**src/logic/jis_pkg.sv**
```systemverilog
// Constants and types for the test-port instruction and programming unit
package jis_pkg;

  ////////////////////////////////////////////////////////////////////////////
  // Instruction register and codes
  localparam int unsigned IR_W        = 4;
  localparam logic [3:0]  IR_EXTEST   = 4'h0;
  localparam logic [3:0]  IR_IDCODE   = 4'h1;
  localparam logic [3:0]  IR_SAMPLE   = 4'h2;
  localparam logic [3:0]  IR_HIGHZ    = 4'h5;
  localparam logic [3:0]  IR_ENABLE   = 4'h9;
  localparam logic [3:0]  IR_ERASE    = 4'hA;
  localparam logic [3:0]  IR_PROGRAM  = 4'hB;
  localparam logic [3:0]  IR_VERIFY   = 4'hC;
  localparam logic [3:0]  IR_BYPASS   = 4'hF;
  localparam logic [3:0]  IR_CAPTURE  = 4'h1;

  ////////////////////////////////////////////////////////////////////////////
  // Data registers
  localparam int unsigned ID_W        = 32;
  // Identification value is arbitrary; bit 0 stays set as the test standard asks
  localparam logic [31:0] ID_VALUE    = 32'h0A5A_5001;
  localparam int unsigned PIN_W       = 8;
  localparam int unsigned ADDR_W      = 4;
  localparam int unsigned ROW_W       = 16;
  localparam int unsigned ISP_W       = ADDR_W + ROW_W;
  localparam int unsigned NV_ROWS     = 2 ** ADDR_W;
  localparam logic [15:0] ROW_ERASED  = 16'hFFFF;
  localparam logic [0:0]  BYP_CAPTURE = 1'h0;

  ////////////////////////////////////////////////////////////////////////////
  // Timing
  localparam int unsigned SYS_CLK_HZ   = 20_000_000;
  localparam int unsigned TCK_MAX_MHZ  = 10;
  localparam int unsigned ERASE_MS     = 100;
  localparam int unsigned PROGRAM_MS   = 10;
  localparam int unsigned VERIFY_US    = 10;
  localparam int unsigned ERASE_CYC_DEF   = ERASE_MS * (SYS_CLK_HZ / 1000);
  localparam int unsigned PROGRAM_CYC_DEF = PROGRAM_MS * (SYS_CLK_HZ / 1000);
  localparam int unsigned VERIFY_CYC      = VERIFY_US * (SYS_CLK_HZ / 1_000_000);
  localparam int unsigned TIMER_W      = 22;

  ////////////////////////////////////////////////////////////////////////////
  // Types
  typedef enum logic [3:0] {
    TAP_RESET, TAP_IDLE, TAP_SEL_DR, TAP_CAP_DR, TAP_SHIFT_DR, TAP_EXIT1_DR,
    TAP_PAUSE_DR, TAP_EXIT2_DR, TAP_UPD_DR, TAP_SEL_IR, TAP_CAP_IR,
    TAP_SHIFT_IR, TAP_EXIT1_IR, TAP_PAUSE_IR, TAP_EXIT2_IR, TAP_UPD_IR
  } jis_tap_t;

  typedef enum logic [1:0] {OP_NONE, OP_ERASE, OP_PROGRAM, OP_VERIFY} jis_op_t;

  typedef enum logic [1:0] {SEL_BYPASS, SEL_ID, SEL_BSR, SEL_ISP} jis_sel_t;

endpackage

```
**src/logic/jis_sync.sv**
```systemverilog
// Two-flop synchroniser for signals arriving from outside the clock domain
`timescale 1ns/1ns
module jis_sync #(
  parameter int unsigned W = 1
) (
  // Clock and reset
  input  wire logic         sys_clk,
  input  wire logic         rst,
  // Data
  input  wire logic [W-1:0] d,
  output logic      [W-1:0] q
);

  logic [W-1:0] meta_ff;
  logic [W-1:0] sync_ff;

  // Two stages, first stage read only by the second
  always_ff @(posedge sys_clk)
  begin
    if (rst)
    begin
      meta_ff <= '0;
      sync_ff <= '0;
    end
    else
    begin
      meta_ff <= d;
      sync_ff <= meta_ff;
    end
  end

  assign q = sync_ff;

endmodule

```
**src/logic/jis_tap_isp.sv**
```systemverilog
// Test access port with instruction decode and in-system programming sequencer
`timescale 1ns/1ns
module jis_tap_isp
  import jis_pkg::*;
#(
  parameter int unsigned ERASE_CYC   = jis_pkg::ERASE_CYC_DEF,
  parameter int unsigned PROGRAM_CYC = jis_pkg::PROGRAM_CYC_DEF
) (
  // Clock and reset
  input  wire logic                      sys_clk,
  input  wire logic                      rst,
  // Test port pins
  input  wire logic                      tck,
  input  wire logic                      tms,
  input  wire logic                      tdi,
  output logic                           tdo,
  output logic                           tdo_oe,
  // Core logic outputs
  input  wire logic [jis_pkg::PIN_W-1:0] core_out,
  input  wire logic [jis_pkg::PIN_W-1:0] core_oe,
  // Device pins
  input  wire logic [jis_pkg::PIN_W-1:0] pin_in,
  output logic      [jis_pkg::PIN_W-1:0] pin_out,
  output logic      [jis_pkg::PIN_W-1:0] pin_oe,
  // Status
  output logic                           isp_busy
);

  import jis_pkg::*;

  ////////////////////////////////////////////////////////////////////////////
  // Input synchronisation and test clock edges
  logic [2:0]       link_s;
  logic [PIN_W-1:0] pin_s;
  logic             tck_s;
  logic             tms_s;
  logic             tdi_s;
  logic             tck_prev_ff;
  logic             tck_rise;
  logic             tck_fall;

  jis_sync #(.W(3)) u_sync_link (
    .sys_clk (sys_clk),
    .rst     (rst),
    .d       ({tck, tms, tdi}),
    .q       (link_s)
  );

  jis_sync #(.W(PIN_W)) u_sync_pins (
    .sys_clk (sys_clk),
    .rst     (rst),
    .d       (pin_in),
    .q       (pin_s)
  );

  assign tck_s    = link_s[2];
  assign tms_s    = link_s[1];
  assign tdi_s    = link_s[0];
  assign tck_rise = tck_s & ~tck_prev_ff;
  assign tck_fall = ~tck_s & tck_prev_ff;

  ////////////////////////////////////////////////////////////////////////////
  // State
  jis_tap_t            tap_ff,      nxt_tap;
  logic [IR_W-1:0]     ir_sr_ff,    nxt_ir_sr;
  logic [IR_W-1:0]     ir_ff,       nxt_ir;
  logic                enable_ff,   nxt_enable;
  logic                byp_ff,      nxt_byp;
  logic [ID_W-1:0]     id_sr_ff,    nxt_id_sr;
  logic [PIN_W-1:0]    bsr_sr_ff,   nxt_bsr_sr;
  logic [PIN_W-1:0]    bsr_lat_ff,  nxt_bsr_lat;
  logic [ISP_W-1:0]    isp_sr_ff,   nxt_isp_sr;
  jis_op_t             op_ff,       nxt_op;
  logic [TIMER_W-1:0]  timer_ff,    nxt_timer;
  logic                tdo_ff,      nxt_tdo;
  logic                tdo_oe_ff,   nxt_tdo_oe;
  logic [PIN_W-1:0]    pin_out_ff,  nxt_pin_out;
  logic [PIN_W-1:0]    pin_oe_ff,   nxt_pin_oe;
  logic [ROW_W-1:0]    nv_mem [NV_ROWS];
  jis_sel_t            sel;
  jis_tap_t            tap_step;
  logic                isp_mode;
  logic                op_done;
  logic [ADDR_W-1:0]   row_addr;

  assign row_addr = isp_sr_ff[ISP_W-1 -: ADDR_W];
  assign op_done  = (op_ff != OP_NONE) && (timer_ff == '0);
  assign isp_mode = (ir_ff == IR_ENABLE) || (ir_ff == IR_ERASE) ||
                    (ir_ff == IR_PROGRAM) || (ir_ff == IR_VERIFY);

  ////////////////////////////////////////////////////////////////////////////
  // Data register selection
  always_comb
  begin
    case (ir_ff)
      IR_IDCODE:   sel = SEL_ID;
      IR_SAMPLE:   sel = SEL_BSR;
      IR_ENABLE,
      IR_ERASE,
      IR_PROGRAM,
      IR_VERIFY:   sel = SEL_ISP;
      IR_HIGHZ:    sel = SEL_BYPASS;
      default:     sel = SEL_BYPASS;
    endcase
  end

  ////////////////////////////////////////////////////////////////////////////
  // Port state machine step on a test clock rise
  always_comb
  begin
    case (tap_ff)
      TAP_RESET:    tap_step = tms_s ? TAP_RESET  : TAP_IDLE;
      TAP_IDLE:     tap_step = tms_s ? TAP_SEL_DR : TAP_IDLE;
      TAP_SEL_DR:   tap_step = tms_s ? TAP_SEL_IR : TAP_CAP_DR;
      TAP_CAP_DR:   tap_step = tms_s ? TAP_EXIT1_DR : TAP_SHIFT_DR;
      TAP_SHIFT_DR: tap_step = tms_s ? TAP_EXIT1_DR : TAP_SHIFT_DR;
      TAP_EXIT1_DR: tap_step = tms_s ? TAP_UPD_DR : TAP_PAUSE_DR;
      TAP_PAUSE_DR: tap_step = tms_s ? TAP_EXIT2_DR : TAP_PAUSE_DR;
      TAP_EXIT2_DR: tap_step = tms_s ? TAP_UPD_DR : TAP_SHIFT_DR;
      TAP_UPD_DR:   tap_step = tms_s ? TAP_SEL_DR : TAP_IDLE;
      TAP_SEL_IR:   tap_step = tms_s ? TAP_RESET  : TAP_CAP_IR;
      TAP_CAP_IR:   tap_step = tms_s ? TAP_EXIT1_IR : TAP_SHIFT_IR;
      TAP_SHIFT_IR: tap_step = tms_s ? TAP_EXIT1_IR : TAP_SHIFT_IR;
      TAP_EXIT1_IR: tap_step = tms_s ? TAP_UPD_IR : TAP_PAUSE_IR;
      TAP_PAUSE_IR: tap_step = tms_s ? TAP_EXIT2_IR : TAP_PAUSE_IR;
      TAP_EXIT2_IR: tap_step = tms_s ? TAP_UPD_IR : TAP_SHIFT_IR;
      TAP_UPD_IR:   tap_step = tms_s ? TAP_SEL_DR : TAP_IDLE;
      default:      tap_step = TAP_RESET;
    endcase
  end

  ////////////////////////////////////////////////////////////////////////////
  // Next values for port, registers, operation timer and pins
  always_comb
  begin
    nxt_tap     = tap_ff;
    nxt_ir_sr   = ir_sr_ff;
    nxt_ir      = ir_ff;
    nxt_enable  = enable_ff;
    nxt_byp     = byp_ff;
    nxt_id_sr   = id_sr_ff;
    nxt_bsr_sr  = bsr_sr_ff;
    nxt_bsr_lat = bsr_lat_ff;
    nxt_isp_sr  = isp_sr_ff;
    nxt_op      = op_ff;
    nxt_timer   = timer_ff;
    nxt_tdo     = tdo_ff;
    nxt_tdo_oe  = tdo_oe_ff;

    // Actions of the current state, taken on the rising edge
    if (tck_rise)
    begin
      nxt_tap = tap_step;
      case (tap_ff)
        TAP_RESET:
        begin
          nxt_ir     = IR_IDCODE;
          nxt_enable = 1'b0;
        end
        TAP_CAP_IR:   nxt_ir_sr = IR_CAPTURE;
        TAP_SHIFT_IR: nxt_ir_sr = {tdi_s, ir_sr_ff[IR_W-1:1]};
        TAP_CAP_DR:
        begin
          nxt_byp    = BYP_CAPTURE;
          nxt_id_sr  = ID_VALUE;
          nxt_bsr_sr = pin_s;
        end
        TAP_SHIFT_DR:
        begin
          case (sel)
            SEL_ID:  nxt_id_sr  = {tdi_s, id_sr_ff[ID_W-1:1]};
            SEL_BSR: nxt_bsr_sr = {tdi_s, bsr_sr_ff[PIN_W-1:1]};
            SEL_ISP:
              if (op_ff == OP_NONE)
                nxt_isp_sr = {tdi_s, isp_sr_ff[ISP_W-1:1]};
            default: nxt_byp    = tdi_s;
          endcase
        end
        TAP_UPD_DR:
          if (sel == SEL_BSR)
            nxt_bsr_lat = bsr_sr_ff;
        default: ;
      endcase

      // New instruction active on entering Update-IR, so the rise into Idle sees it
      if (tap_step == TAP_UPD_IR)
      begin
        nxt_ir = ir_sr_ff;
        if (ir_sr_ff == IR_ENABLE)
          nxt_enable = 1'b1;
      end

      // Command start on entering Run-Test/Idle, only once enabled
      if ((tap_step == TAP_IDLE) && (tap_ff != TAP_IDLE) && enable_ff &&
          (op_ff == OP_NONE))
      begin
        case (ir_ff)
          IR_ERASE:
          begin
            nxt_op    = OP_ERASE;
            nxt_timer = TIMER_W'(ERASE_CYC - 1);
          end
          IR_PROGRAM:
          begin
            nxt_op    = OP_PROGRAM;
            nxt_timer = TIMER_W'(PROGRAM_CYC - 1);
          end
          IR_VERIFY:
          begin
            nxt_op    = OP_VERIFY;
            nxt_timer = TIMER_W'(VERIFY_CYC - 1);
          end
          default: ;
        endcase
      end
    end

    // Data out changes only on the falling edge
    if (tck_fall)
    begin
      nxt_tdo_oe = (tap_ff == TAP_SHIFT_DR) || (tap_ff == TAP_SHIFT_IR);
      if (tap_ff == TAP_SHIFT_IR)
        nxt_tdo = ir_sr_ff[0];
      else
      begin
        case (sel)
          SEL_ID:  nxt_tdo = id_sr_ff[0];
          SEL_BSR: nxt_tdo = bsr_sr_ff[0];
          SEL_ISP: nxt_tdo = isp_sr_ff[0];
          default: nxt_tdo = byp_ff;
        endcase
      end
    end

    // Operation timer, runs on the system clock
    if (op_ff != OP_NONE)
    begin
      if (op_done)
      begin
        nxt_op = OP_NONE;
        if (op_ff == OP_VERIFY)
          nxt_isp_sr = {row_addr, nv_mem[row_addr]};
      end
      else
        nxt_timer = timer_ff - 1'b1;
    end

    // Pin drive selection
    if (ir_ff == IR_HIGHZ)
    begin
      nxt_pin_out = core_out;
      nxt_pin_oe  = '0;
    end
    else if (isp_mode)
    begin
      nxt_pin_out = bsr_lat_ff;
      nxt_pin_oe  = '1;
    end
    else
    begin
      nxt_pin_out = core_out;
      nxt_pin_oe  = core_oe;
    end
  end

  ////////////////////////////////////////////////////////////////////////////
  // State registers
  always_ff @(posedge sys_clk)
  begin
    if (rst)
    begin
      tap_ff      <= TAP_RESET;
      tck_prev_ff <= 1'b0;
      ir_sr_ff    <= IR_CAPTURE;
      ir_ff       <= IR_IDCODE;
      enable_ff   <= 1'b0;
      byp_ff      <= 1'b0;
      id_sr_ff    <= '0;
      bsr_sr_ff   <= '0;
      bsr_lat_ff  <= '0;
      isp_sr_ff   <= '0;
      op_ff       <= OP_NONE;
      timer_ff    <= '0;
      tdo_ff      <= 1'b0;
      tdo_oe_ff   <= 1'b0;
      pin_out_ff  <= '0;
      pin_oe_ff   <= '0;
    end
    else
    begin
      tap_ff      <= nxt_tap;
      tck_prev_ff <= tck_s;
      ir_sr_ff    <= nxt_ir_sr;
      ir_ff       <= nxt_ir;
      enable_ff   <= nxt_enable;
      byp_ff      <= nxt_byp;
      id_sr_ff    <= nxt_id_sr;
      bsr_sr_ff   <= nxt_bsr_sr;
      bsr_lat_ff  <= nxt_bsr_lat;
      isp_sr_ff   <= nxt_isp_sr;
      op_ff       <= nxt_op;
      timer_ff    <= nxt_timer;
      tdo_ff      <= nxt_tdo;
      tdo_oe_ff   <= nxt_tdo_oe;
      pin_out_ff  <= nxt_pin_out;
      pin_oe_ff   <= nxt_pin_oe;
    end
  end

  ////////////////////////////////////////////////////////////////////////////
  // Nonvolatile array, kept through reset
  always_ff @(posedge sys_clk)
  begin
    if (!rst && op_done)
    begin
      if (op_ff == OP_ERASE)
      begin
        for (int i = 0; i < NV_ROWS; i++)
          nv_mem[i] <= ROW_ERASED;
      end
      else if (op_ff == OP_PROGRAM)
        nv_mem[row_addr] <= isp_sr_ff[ROW_W-1:0];
    end
  end

  // Outputs
  assign tdo      = tdo_ff;
  assign tdo_oe   = tdo_oe_ff;
  assign pin_out  = pin_out_ff;
  assign pin_oe   = pin_oe_ff;
  assign isp_busy = (op_ff != OP_NONE);

endmodule

```
**config.mk**
```make
export PLATFORM = sky130hd
export DESIGN_NAME = jis_tap_isp
export DESIGN_NICKNAME = d
export VERILOG_FILES = /design/src/logic/jis_pkg.sv /design/src/logic/jis_sync.sv /design/src/logic/jis_tap_isp.sv
export SDC_FILE = /design/constraint.sdc
export NUM_CORES = 1
export LEC_CHECK = 0
export BUFFER_PORTS_ARGS = -buffer_cell sky130_fd_sc_hd__buf_2
export CAP_MARGIN = 20
export CORE_ASPECT_RATIO = 0.6
export CORE_UTILIZATION = 49
export DETAILED_ROUTE_END_ITERATION = 12
export GPL_TIMING_DRIVEN = 0
export PLACE_DENSITY = 0.75
export SETUP_SLACK_MARGIN = 0.05
export SYNTH_ARGS = -nofsm -noshare
export SYNTH_HDL_FRONTEND = slang
export SYNTH_HIERARCHICAL = 1
export SYNTH_SLANG_ARGS = --single-unit
```
**constraint.sdc**
```tcl
create_clock -name sys_clk -period 3.65 [get_ports sys_clk]
set_clock_uncertainty 0.1 [all_clocks]
set_input_delay 0.1825 -clock sys_clk [delete_from_list [all_inputs] [get_ports sys_clk]]
set_output_delay 0.1825 -clock sys_clk [all_outputs]
set_load 0.1 [all_outputs]
```
==> out/qor.txt, run 1 <==
DR WL/cell - 23.1 um
Sequential Power Share - 55.2%
max cap viols - 0
DR DRC count - 0
Synth Instances - 1488
Hold Path Class - input port to flop
Setup WS pre-CTS - -0.242 ns
Clk network pwr share - 42.4%
worst skew pair latency - 0.55 ns
critical path class - flop to flop
sw frac - 21.7%
Comb pwr share - 2.4%
EDFF count, synth - 256
Seq/Total Area, Yosys - 61.8%
Psw - 1910 uW
reg2reg path depth - 7
Synth async-reset ratio - 0%
Total GRT Usage - 27.1%
IO Count - 48
Min-Delay Endpoint - u_sync_pins/meta_ff[0]$_SDFF_PP0_
slowest cell on the critical path - or4b_1
Setup crit start kind - flop
placed inst area - 18300 um2
critical-path cell list - inv_1 -> ha_1 -> nor3b_2 -> nand3_1 -> or2_1 -> or4b_1 -> o21ai_4
CTS tree - done
WP data arrival - 3.60 ns
setup ws final - 0.132 ns
Slew headroom - 31.9%
first-pass GRT wire length - 73.3 mm
Yosys top cell by area - edfxtp_1
commonest non-fill, non-tap cell in the layout - nand2_1
Post-DP HPWL - 33.8 mm
CTS sink count - 407
Root Buffer - clkbuf_16
CP max stage delay - 0.71 ns
Top FF cell, synth - edfxtp_1
starting density of the core - 50.6%
WHS Path Cells - 3
synth top area cells - edfxtp_1 (44%), dfxtp_1 (17%), mux4_2 (8.3%)
syn_nets - 1518
Iter 0 DRT Violations - 1977
CP required - 3.73 ns
Final period util - 96.4%
Max rail drop VDD - 0.308 mV
Worst-Margin Slew - 1.02 ns
antenna fix cells - 0
reg2reg end - nv_mem[0][9]$_SDFFCE_PN1P_
fin util - 58.1%
Final Slew Violations - 0
Netlist cell types - 72
die height - 148 um
number of global-route vias before repair - 12.2k
Crit. End Element - flop
fraction of layout cells with a size suffix above 1 - 16.6%
RSZ-0062 raised after global routing - yes
final setup violation count - 0
Avg Vias per Cell - 6.13
Core ar. - 34300 um2
leakage power - 0.00635 uW
flop2flop setup slack - 0.13 ns
Worst R2R Start - timer_ff[0]$_SDFF_PP0_
clock transition at the registers of the reported paths - 0.07 ns
origin of the worst min-delay path - pin_in[0]
Fin Setup TNS - 0 ns
final wirelength - 48.7 mm
final instance area - 19900 um2
Post-layout nets - 1648
die area - 36200 um2
Yosys warning total - 6
global route overflow - 0
min Tclk post-route - 3.52 ns
via count of the routed design - 12.9k
#FFs+latches synth - 407
initial antenna violation count - 1
outcome - finished clean
CTS buffer count - 38
leading cell types in the layout, fill and taps excluded - nand2_1 (354), edfxtp_1 (256), dfxtp_1 (151)
internal power - 6890 uW
f_max - 284 MHz
Cell Area, Synth - 17300 um2
H-tree depth - 2
Fin. Hold Viols - 0
Antenna Nets Post-Route - 0
Pre-Repair DR Iteration Count - 6
Power Density - 442 nW/um2
Area growth, synth to finish - 14.9%
Die W - 245 um
Yosys top cell area share - 44.3%
Avg Inst Size Synth - 11.7 um2
row count - 52
RePlAce Congestion - 0.969
Worst Path Max Fanout - 16
largest net degree at the start of global routing - 20
CTS Buffer Depth - 3
Port Buffer Count - 47
[synthesized netlist by cell type, types with 12 or more instances]
| library cell | number |
|---|---|
| dfxtp_1 | 151 |
| o21ai_0 | 24 |
| nor2_1 | 111 |
| a211oi_1 | 21 |
| o21a_1 | 15 |
| and3_1 | 19 |
| buf_2 | 40 |
| a21oi_1 | 74 |
| nand3_1 | 35 |
| a22oi_1 | 32 |
| nand2_1 | 354 |
| nor2b_1 | 19 |
| mux4_2 | 64 |
| edfxtp_1 | 256 |
| clkbuf_1 | 63 |
| inv_1 | 12 |
| nor3_1 | 30 |
| a311oi_1 | 13 |
[sequential cells by signal, indices dropped and copies added (netlist names), 2 cells and up, named ones only]
register / count
timer_ff: 22
ir_sr_ff: 4
pin_oe: 8
u_sync_pins/meta_ff: 8
u_sync_pins/q: 8
nv_mem: 256
op_ff: 2
bsr_lat_ff: 8
pin_out: 8
bsr_sr_ff: 8
u_sync_link/q: 3
u_sync_link/meta_ff: 3
isp_sr_ff: 20
ir_ff: 4
id_sr_ff: 32
tap_ff: 4
[through the flow]
| step | hold slack, ns | total power, uW | std cells |
|---|---|---|---|
| after floorplan | 0.154 | 5080 | 1488 |
| after global placement | 0.291 | 5130 | 1994 |
| after detailed placement | 0.296 | 5140 | 2003 |
| after CTS | 0.264 | 8810 | 2106 |
| after global routing | 0.298 | 9030 | 2107 |
| final | 0.279 | 8800 | 2107 |
[final cells by class]
cell class                      count  area, um2
Buffer                            113        509
Clock buffer                       47       1000
Clock inverter                     23        134
Fill cell                        2711      14400
Inverter                           13       48.8
Multi-Input combinational cell    955       6200
Sequential cell                   407      10700
Tap cell                          459        574
Timing Repair Buffer               90        737
[power by group through the flow]
stage	clock, uW	combinational [uW]	sequential [uW]
CTS	3750	203	4860
detailed placement	0	177	4960
global route	3960	218	4860
finish	3730	207	4860
floorplan	0	56.4	5030
global placement	0	174	4960
[worst max-delay path, delay by kind of cell, from the launching register on]
family	cells	cell delay [ns]
buf+inv	1	0.06
fa+ha+maj	1	0.19
compound gates	1	0.61
simple gates	4	1.85
flops	1	0.34
[routing by layer]
metal / share of wire [%] / vias to the layer above / track usage, %
met1: 41 / 6286 / 40.3
met2: 40 / 836 / 35.5
li1: - / 5685 / -
met5: 0.027 / - / 0
met3: 17 / 117 / 12.6
met4: 2.2 / 2 / 6.22
[worst max-delay path by stage]
| stage | start | cells past startpoint | slack, ns | endpoint |
|---|---|---|---|---|
| 3_3_place_gp | timer_ff[0]$_SDFF_PP0_ | 7 | -1.31 | nv_mem[9][15]$_SDFFCE_PN1P_ |
| 6_report | timer_ff[0]$_SDFF_PP0_ | 7 | 0.13 | nv_mem[0][9]$_SDFFCE_PN1P_ |
| 5_1_grt | timer_ff[0]$_SDFF_PP0_ | 7 | 0.02 | nv_mem[0][10]$_SDFFCE_PN1P_ |
| 2_1_floorplan | timer_ff[0]$_SDFF_PP0_ | 7 | 0.36 | nv_mem[13][0]$_SDFFCE_PN1P_ |
| 4_1_cts | timer_ff[0]$_SDFF_PP0_ | 8 | 0.18 | nv_mem[3][4]$_SDFFCE_PN1P_ |
| 3_5_place_dp | timer_ff[0]$_SDFF_PP0_ | 7 | -0.24 | nv_mem[5][7]$_SDFFCE_PN1P_ |
[cell families (layout without fill, tap and decap cells)]
logic type,count (synthesis),after routing,synth area share (%)
xor gates and xnor gates,4,4,0.202
DFF,407,407,61.8
and+or+nand+nor,638,638,16.6
buffers and inverters,126,286,3.22
adders and majority gates,1,1,0.0721
AOI/OAI and AO/OA,238,238,9.26
muxes,74,74,8.90
[what timing repair did]
item                       CTS  global route
hold endpoints to repair    30             0
cloned                       0             0
hold buffers                31             0
pin swaps                    2             1
gates resized for setup      8             2
setup endpoints to repair  120            77
buffers inserted             2             1
(Power assumes the default switching activity.)
==> inputs of run 2 (changes only) <==
==> constraint.sdc (replaced) <==
create_clock -name sys_clk -period 4.3 [get_ports sys_clk]
set_clock_uncertainty 0.1 [all_clocks]
set_input_delay 0.215 -clock sys_clk [delete_from_list [all_inputs] [get_ports sys_clk]]
set_output_delay 0.215 -clock sys_clk [all_outputs]
set_load 0.1 [all_outputs]
==> run 2 against run 1 <==
Power shrank 15%. Combinational power shrank 15%. Core utilization down 0.37 points. Cell count is 0.14% lower. Cell area fell by 0.64%. Setup slack better by 0.10 ns. Hold slack gained 0.032 ns. Global-route usage down 0.17 points. Sequential power decreased by 15%. First-iteration DRC count fell by 5.0%. Fmax is 13% lower.
==> out/qor.txt, run 2 (same netlist as run 1, synthesis figures left out) <==
outcome - finished clean
largest net degree at the start of global routing - 20 (unchanged)
initial antenna violation count - 1 (unchanged)
Post-DP HPWL - 33.8 mm (unchanged)
via count of the routed design - 12.9k (-0.17%)
DR DRC count - 0 (unchanged)
critical path class - flop to flop
Pre-Repair DR Iteration Count - 6 (unchanged)
Setup crit start kind - flop
Core ar. - 34300 um2 (unchanged)
leading cell types in the layout, fill and taps excluded - nand2_1 (354), edfxtp_1 (256), dfxtp_1 (151)
Antenna Nets Post-Route - 0 (unchanged)
first-pass GRT wire length - 72.7 mm (-0.73%)
IO Count - 48 (unchanged)
Final Slew Violations - 0 (unchanged)
commonest non-fill, non-tap cell in the layout - nand2_1
Fin. Hold Viols - 0 (unchanged)
clock transition at the registers of the reported paths - 0.07 ns (about the same)
Iter 0 DRT Violations - 1879 (-5.0%)
RSZ-0062 raised after global routing - yes
final setup violation count - 0 (unchanged)
worst skew pair latency - 0.55 ns (about the same)
starting density of the core - 50.6% (unchanged)
placed cells - 2003 (unchanged)
DR WL/cell - 23.0 um (-0.60%)
Overall Power - 7470 uW (-15%)
Most flops, register - nv_mem
Max rail drop VDD - 0.262 mV (-15%)
placed inst area - 18300 um2 (unchanged)
max cap viols - 0 (unchanged)
final wirelength - 48.3 mm (-0.74%)
global route overflow - 0 (unchanged)
die area - 36200 um2 (unchanged)
Worst-Margin Slew - 1.05 ns (+0.0327 ns)
# resized after CTS - 0 (-8)
Post-layout nets - 1645 (-0.18%)
Final period util - 94.5% (-1.9 points)
antenna fix cells - 0 (unchanged)
die height - 148 um (unchanged)
row count - 52 (unchanged)
max FFs per register - 256 (unchanged)
Avg Vias per Cell - 6.13 (about the same)
WP data arrival - 4.12 ns (+0.52 ns)
leakage power - 0.00631 uW (-0.55%)
CTS buffer count - 38 (unchanged)
Layout Cells excl Fill - 2104 (-0.14%)
CTS Buffer Depth - 3 (unchanged)
Port Buffer Count - 47 (unchanged)
Top Registers - nv_mem x256, id_sr_ff x32, timer_ff x22
Total GRT Usage - 27.0% (-0.17 points)
Fin Setup TNS - 0 ns (unchanged)
final instance area - 19800 um2 (-0.64%)
H-tree depth - 2 (unchanged)
Area growth, synth to finish - 14.1%
CTS tree - done
RePlAce Congestion - 0.969 (unchanged)
f_max - 246 MHz (-13%)
number of global-route vias before repair - 12.2k (-0.38%)
Fill cells - 2737 (+0.96%)
fraction of layout cells with a size suffix above 1 - 16.4% (-0.27 points)
hold slack final - 0.311 ns (+0.0319 ns)
Root Buffer - clkbuf_16
CTS sink count - 407 (unchanged)
Slew headroom - 29.9% (-2.0 points)
CP required - 4.36 ns (+0.63 ns)
Die W - 245 um (unchanged)
min Tclk post-route - 4.06 ns (+0.545 ns)
Worst Path Max Fanout - 16 (unchanged)
Power Density - 377 nW/um2 (-15%)
Hold Path Class - input port to flop
Crit. End Element - flop
-- run 2: final timing paths --
check,startpoint,endpoint,slack (ns),depth (start not counted)
setup reg to reg,timer_ff[0]$_SDFF_PP0_,nv_mem[5][8]$_SDFFCE_PN1P_,0.24,7
hold / removal,pin_in[0],u_sync_pins/meta_ff[0]$_SDFF_PP0_,0.31,3
setup / recovery,timer_ff[0]$_SDFF_PP0_,nv_mem[5][8]$_SDFFCE_PN1P_,0.24,7
hold reg to reg,u_sync_pins/meta_ff[3]$_SDFF_PP0_,u_sync_pins/q[3]$_SDFF_PP0_,0.34,1
-- run 2: what timing repair did --
action                                  in CTS  in global routing
hold endpoints to repair                    30                  0
setup buffers                                0                  0
hold buffers                                31                  0
endpoints found under the setup margin       0                  4
-- run 2: report_power, final --
group	internal [uW]	total (uW)	switching (uW)	leakage (uW)
combinational	54.2	176	121	0.00232
sequential	4120	4120	5.82	0.00344
clock	1680	3170	1490	0.000559
total	5850	7470	1620	0.00631
-- run 2: area by class of cell --
type | count | area (um2) | share of cell area, %
multi-input combinational | 955 | 6130 | 31.0
inverter | 13 | 48.8 | 0.247
timing repair buffer | 87 | 677 | 3.42
tap | 459 | 574 | 2.90
buffer | 113 | 509 | 2.57
clock buffer | 47 | 1000 | 5.08
sequential | 407 | 10700 | 54.1
clock inverter | 23 | 134 | 0.676
-- run 2: per-stage QoR --
step	setup slack [ns]	utilization (%)
2_1_floorplan	1.01	-
3_3_place_gp	-0.664	52.9
3_5_place_dp	0.408	53.5
4_1_cts	0.393	57.7
5_1_grt	0.0484	57.7
6_report	0.237	57.7
-- run 2: worst max-delay path, stage by stage, from the launching register on --
cell and delay [ns]:
dfxtp_1 0.34, inv_1 0.06, ha_1 0.19, nor3b_1 0.65, nand3_1 0.28, nor2_1 0.63
nand4b_1 0.47, o21ai_2 0.94
-- run 2: layer usage --
layer	vias up	routed length, um	global-route usage [%]
met5	-	13	0
met3	114	8210	12.9
met1	6276	20100	40.0
met2	837	19000	35.0
met4	2	1050	6.25
li1	5675	-	-
==> inputs of run 3 (changes only) <==
--- a/config.mk
+++ b/config.mk
@@ -12,6 +12,7 @@
 export DETAILED_ROUTE_END_ITERATION = 12
 export GPL_TIMING_DRIVEN = 0
 export PLACE_DENSITY = 0.75
+export REMOVE_ABC_BUFFERS = 1
 export SETUP_SLACK_MARGIN = 0.05
 export SYNTH_ARGS = -nofsm -noshare
 export SYNTH_HDL_FRONTEND = slang
==> run 3 against run 2 <==
Register-to-register slack got worse by 0.11 ns. Cell count decreased by 5.0%. First-iteration DRC count shrank 23%. Critical path depth is the same. Hold slack worse by 0.19 ns. Sequential share of layout area is 0.55 points higher. Setup slack worse by 0.11 ns. Power grew 2.3%. Die area did not move. Combinational power decreased by 11%. Non-clock buffer count down 102. Critical endpoint is now nv_mem[13][5]$_SDFFCE_PN1P_.
==> out/qor.txt, run 3 (same netlist as run 1, synthesis figures left out) <==
max cap viols - 0 (unchanged)
die area - 36200 um2 (unchanged)
min Tclk post-route - 4.17 ns (+0.110 ns)
Root Buffer - clkbuf_16
max FFs per register - 256 (unchanged)
Area growth, synth to finish - 13.1%
# Post-CTS Setup Buffers - 0 (unchanged)
antenna fix cells - 0 (unchanged)
Fin. Hold Viols - 0 (unchanged)
CTS sink count - 407 (unchanged)
final setup violation count - 0 (unchanged)
final wirelength - 44.1 mm (-8.9%)
CTS buffer count - 37 (-2.6%)
Top Registers - nv_mem x256, id_sr_ff x32, timer_ff x22
H-tree depth - 2 (unchanged)
Final Slew Violations - 0 (unchanged)
critical-path cell list - inv_1 -> ha_1 -> nor3b_1 -> nand3_1 -> nor2_1 -> nand4b_1 -> o21ai_2
Hold Path Class - input port to flop
WP data arrival - 4.22 ns (+0.10 ns)
Core ar. - 34300 um2 (unchanged)
Iter 0 DRT Violations - 1451 (-23%)
fin util - 57.2% (-0.54 points)
commonest non-fill, non-tap cell in the layout - nand2_1
Setup crit start kind - flop
DR WL/cell - 22.0 um (-4.1%)
placed cells - 1905 (-4.9%)
IO Count - 48 (unchanged)
RePlAce Congestion - 0.954 (-1.5%)
Final period util - 97.1% (+2.6 points)
Max rail drop VDD - 0.244 mV (-6.9%)
fraction of layout cells with a size suffix above 1 - 15.9% (-0.44 points)
Total GRT Usage - 24.6% (-2.3 points)
Die W - 245 um (unchanged)
largest net degree at the start of global routing - 73 (+270%)
row count - 52 (unchanged)
Pre-Repair DR Iteration Count - 6 (unchanged)
number of global-route vias before repair - 11.8k (-2.9%)
first-pass GRT wire length - 67.4 mm (-7.3%)
DR DRC count - 0 (unchanged)
die height - 148 um (unchanged)
RSZ-0062 raised after global routing - yes
Crit. End Element - flop
hold slack final - 0.122 ns (-0.188 ns)
worst skew pair latency - 0.55 ns (about the same)
leading cell types in the layout, fill and taps excluded - nand2_1 (354), edfxtp_1 (256), dfxtp_1 (149)
Worst-Margin Slew - 1.12 ns (+0.0688 ns)
leakage power - 0.00611 uW (-3.2%)
Layout Cells excl Fill - 1999 (-5.0%)
Slew headroom - 25.3% (-4.6 points)
CP required - 4.35 ns (about the same)
starting density of the core - 50.6% (unchanged)
Antenna Nets Post-Route - 0 (unchanged)
Power Density - 390 nW/um2 (+3.3%)
CTS tree - done
via count of the routed design - 12.2k (-5.1%)
Worst Path Max Fanout - 16 (unchanged)
Port Buffer Count - 47 (unchanged)
Post-layout nets - 1542 (-6.3%)
f_max - 240 MHz (-2.6%)
CP max stage delay - 0.94 ns (about the same)
Post-DP HPWL - 27.8 mm (-18%)
critical path class - flop to flop
CTS Buffer Depth - 3 (unchanged)
Avg Vias per Cell - 6.13 (about the same)
outcome - finished clean
slowest cell on the critical path - o21ai_2
Most flops, register - nv_mem
global route overflow - 0 (unchanged)
initial antenna violation count - 1 (unchanged)
Overall Power - 7640 uW (+2.3%)
clock transition at the registers of the reported paths - 0.06 ns (about the same)
==> run 3: cell count changes in the layout (fill, tap and decap cells not counted), moves of 3 or more <==
cell | previous run | this run
o21ai_2 | 16 | 13
dlygate4sd3_1 | 31 | 27
buf_8 | 8 | 11
buf_2 | 87 | 46
clkbuf_1 | 70 | 8
o21ai_4 | 0 | 3
bufinv_16 | 0 | 3
clkinv_1 | 9 | 4
==> run 3: area by class of cell <==
type                            instances  area, um2
Clock buffer                           51       1060
Clock inverter                         16        161
Fill cell                            2713      14700
Inverter                               13       48.8
Multi-Input combinational cell        955       6210
Sequential cell                       407      10700
Tap cell                              459        574
Timing Repair Buffer                   98        838
==> run 3: metrics by stage <==
stage	cell area [um2]	worst slack, ns	TNS, ns
final	19600	0.127	0
after global placement	17600	-7.71	-739.33
after global routing	19600	-0.0749	-2.08
after CTS	19600	0.197	0
after floorplan	16800	-2.40	-153.55
after detailed placement	18100	0.246	0
==> run 3: worst paths after layout <==
check	startpoint	endpoint	slack, ns	cells past startpoint
min reg2reg	u_sync_pins/meta_ff[3]$_SDFF_PP0_	u_sync_pins/q[3]$_SDFF_PP0_	0.34	1
max	timer_ff[0]$_SDFF_PP0_	nv_mem[13][5]$_SDFFCE_PN1P_	0.13	7
min	rst	u_sync_link/meta_ff[0]$_SDFF_PP0_	0.12	2
max reg2reg	timer_ff[0]$_SDFF_PP0_	nv_mem[13][5]$_SDFFCE_PN1P_	0.13	7
==> run 3: power by group <==
| group | internal (uW) | total [uW] | leakage (uW) | switching [uW] |
|---|---|---|---|---|
| sequential | 4120 | 4130 | 0.00344 | 9.42 |
| clock | 1920 | 3360 | 0.000606 | 1450 |
| combinational | 50.5 | 156 | 0.00206 | 106 |
==> run 3: repair_timing <==
action / CTS / global route
endpoints found under the setup margin: 0 / 107
resized for setup: 0 / 4
endpoints found under the hold margin: 27 / 0
hold buffers: 27 / 0
==> run 3: per-layer routing <==
metal / vias up / routed length, um / GRT usage [%] / part of all wire (%)
met3: 91 / 6090 / 8.66 / 14
met5: - / 13 / 0 / 0.030
met1: 5992 / 18000 / 35.6 / 41
met4: 2 / 951 / 7.03 / 2.2
met2: 688 / 19000 / 34.9 / 43
li1: 5475 / - / - / -
==> run 3: critical path: cells and delay by family, from the launching register on <==
kind / cells / cell delay, ns
compound gates: 1 / 0.94
fa+ha+maj: 1 / 0.20
buf+inv: 1 / 0.07
flops: 1 / 0.34
simple gates: 4 / 2.14
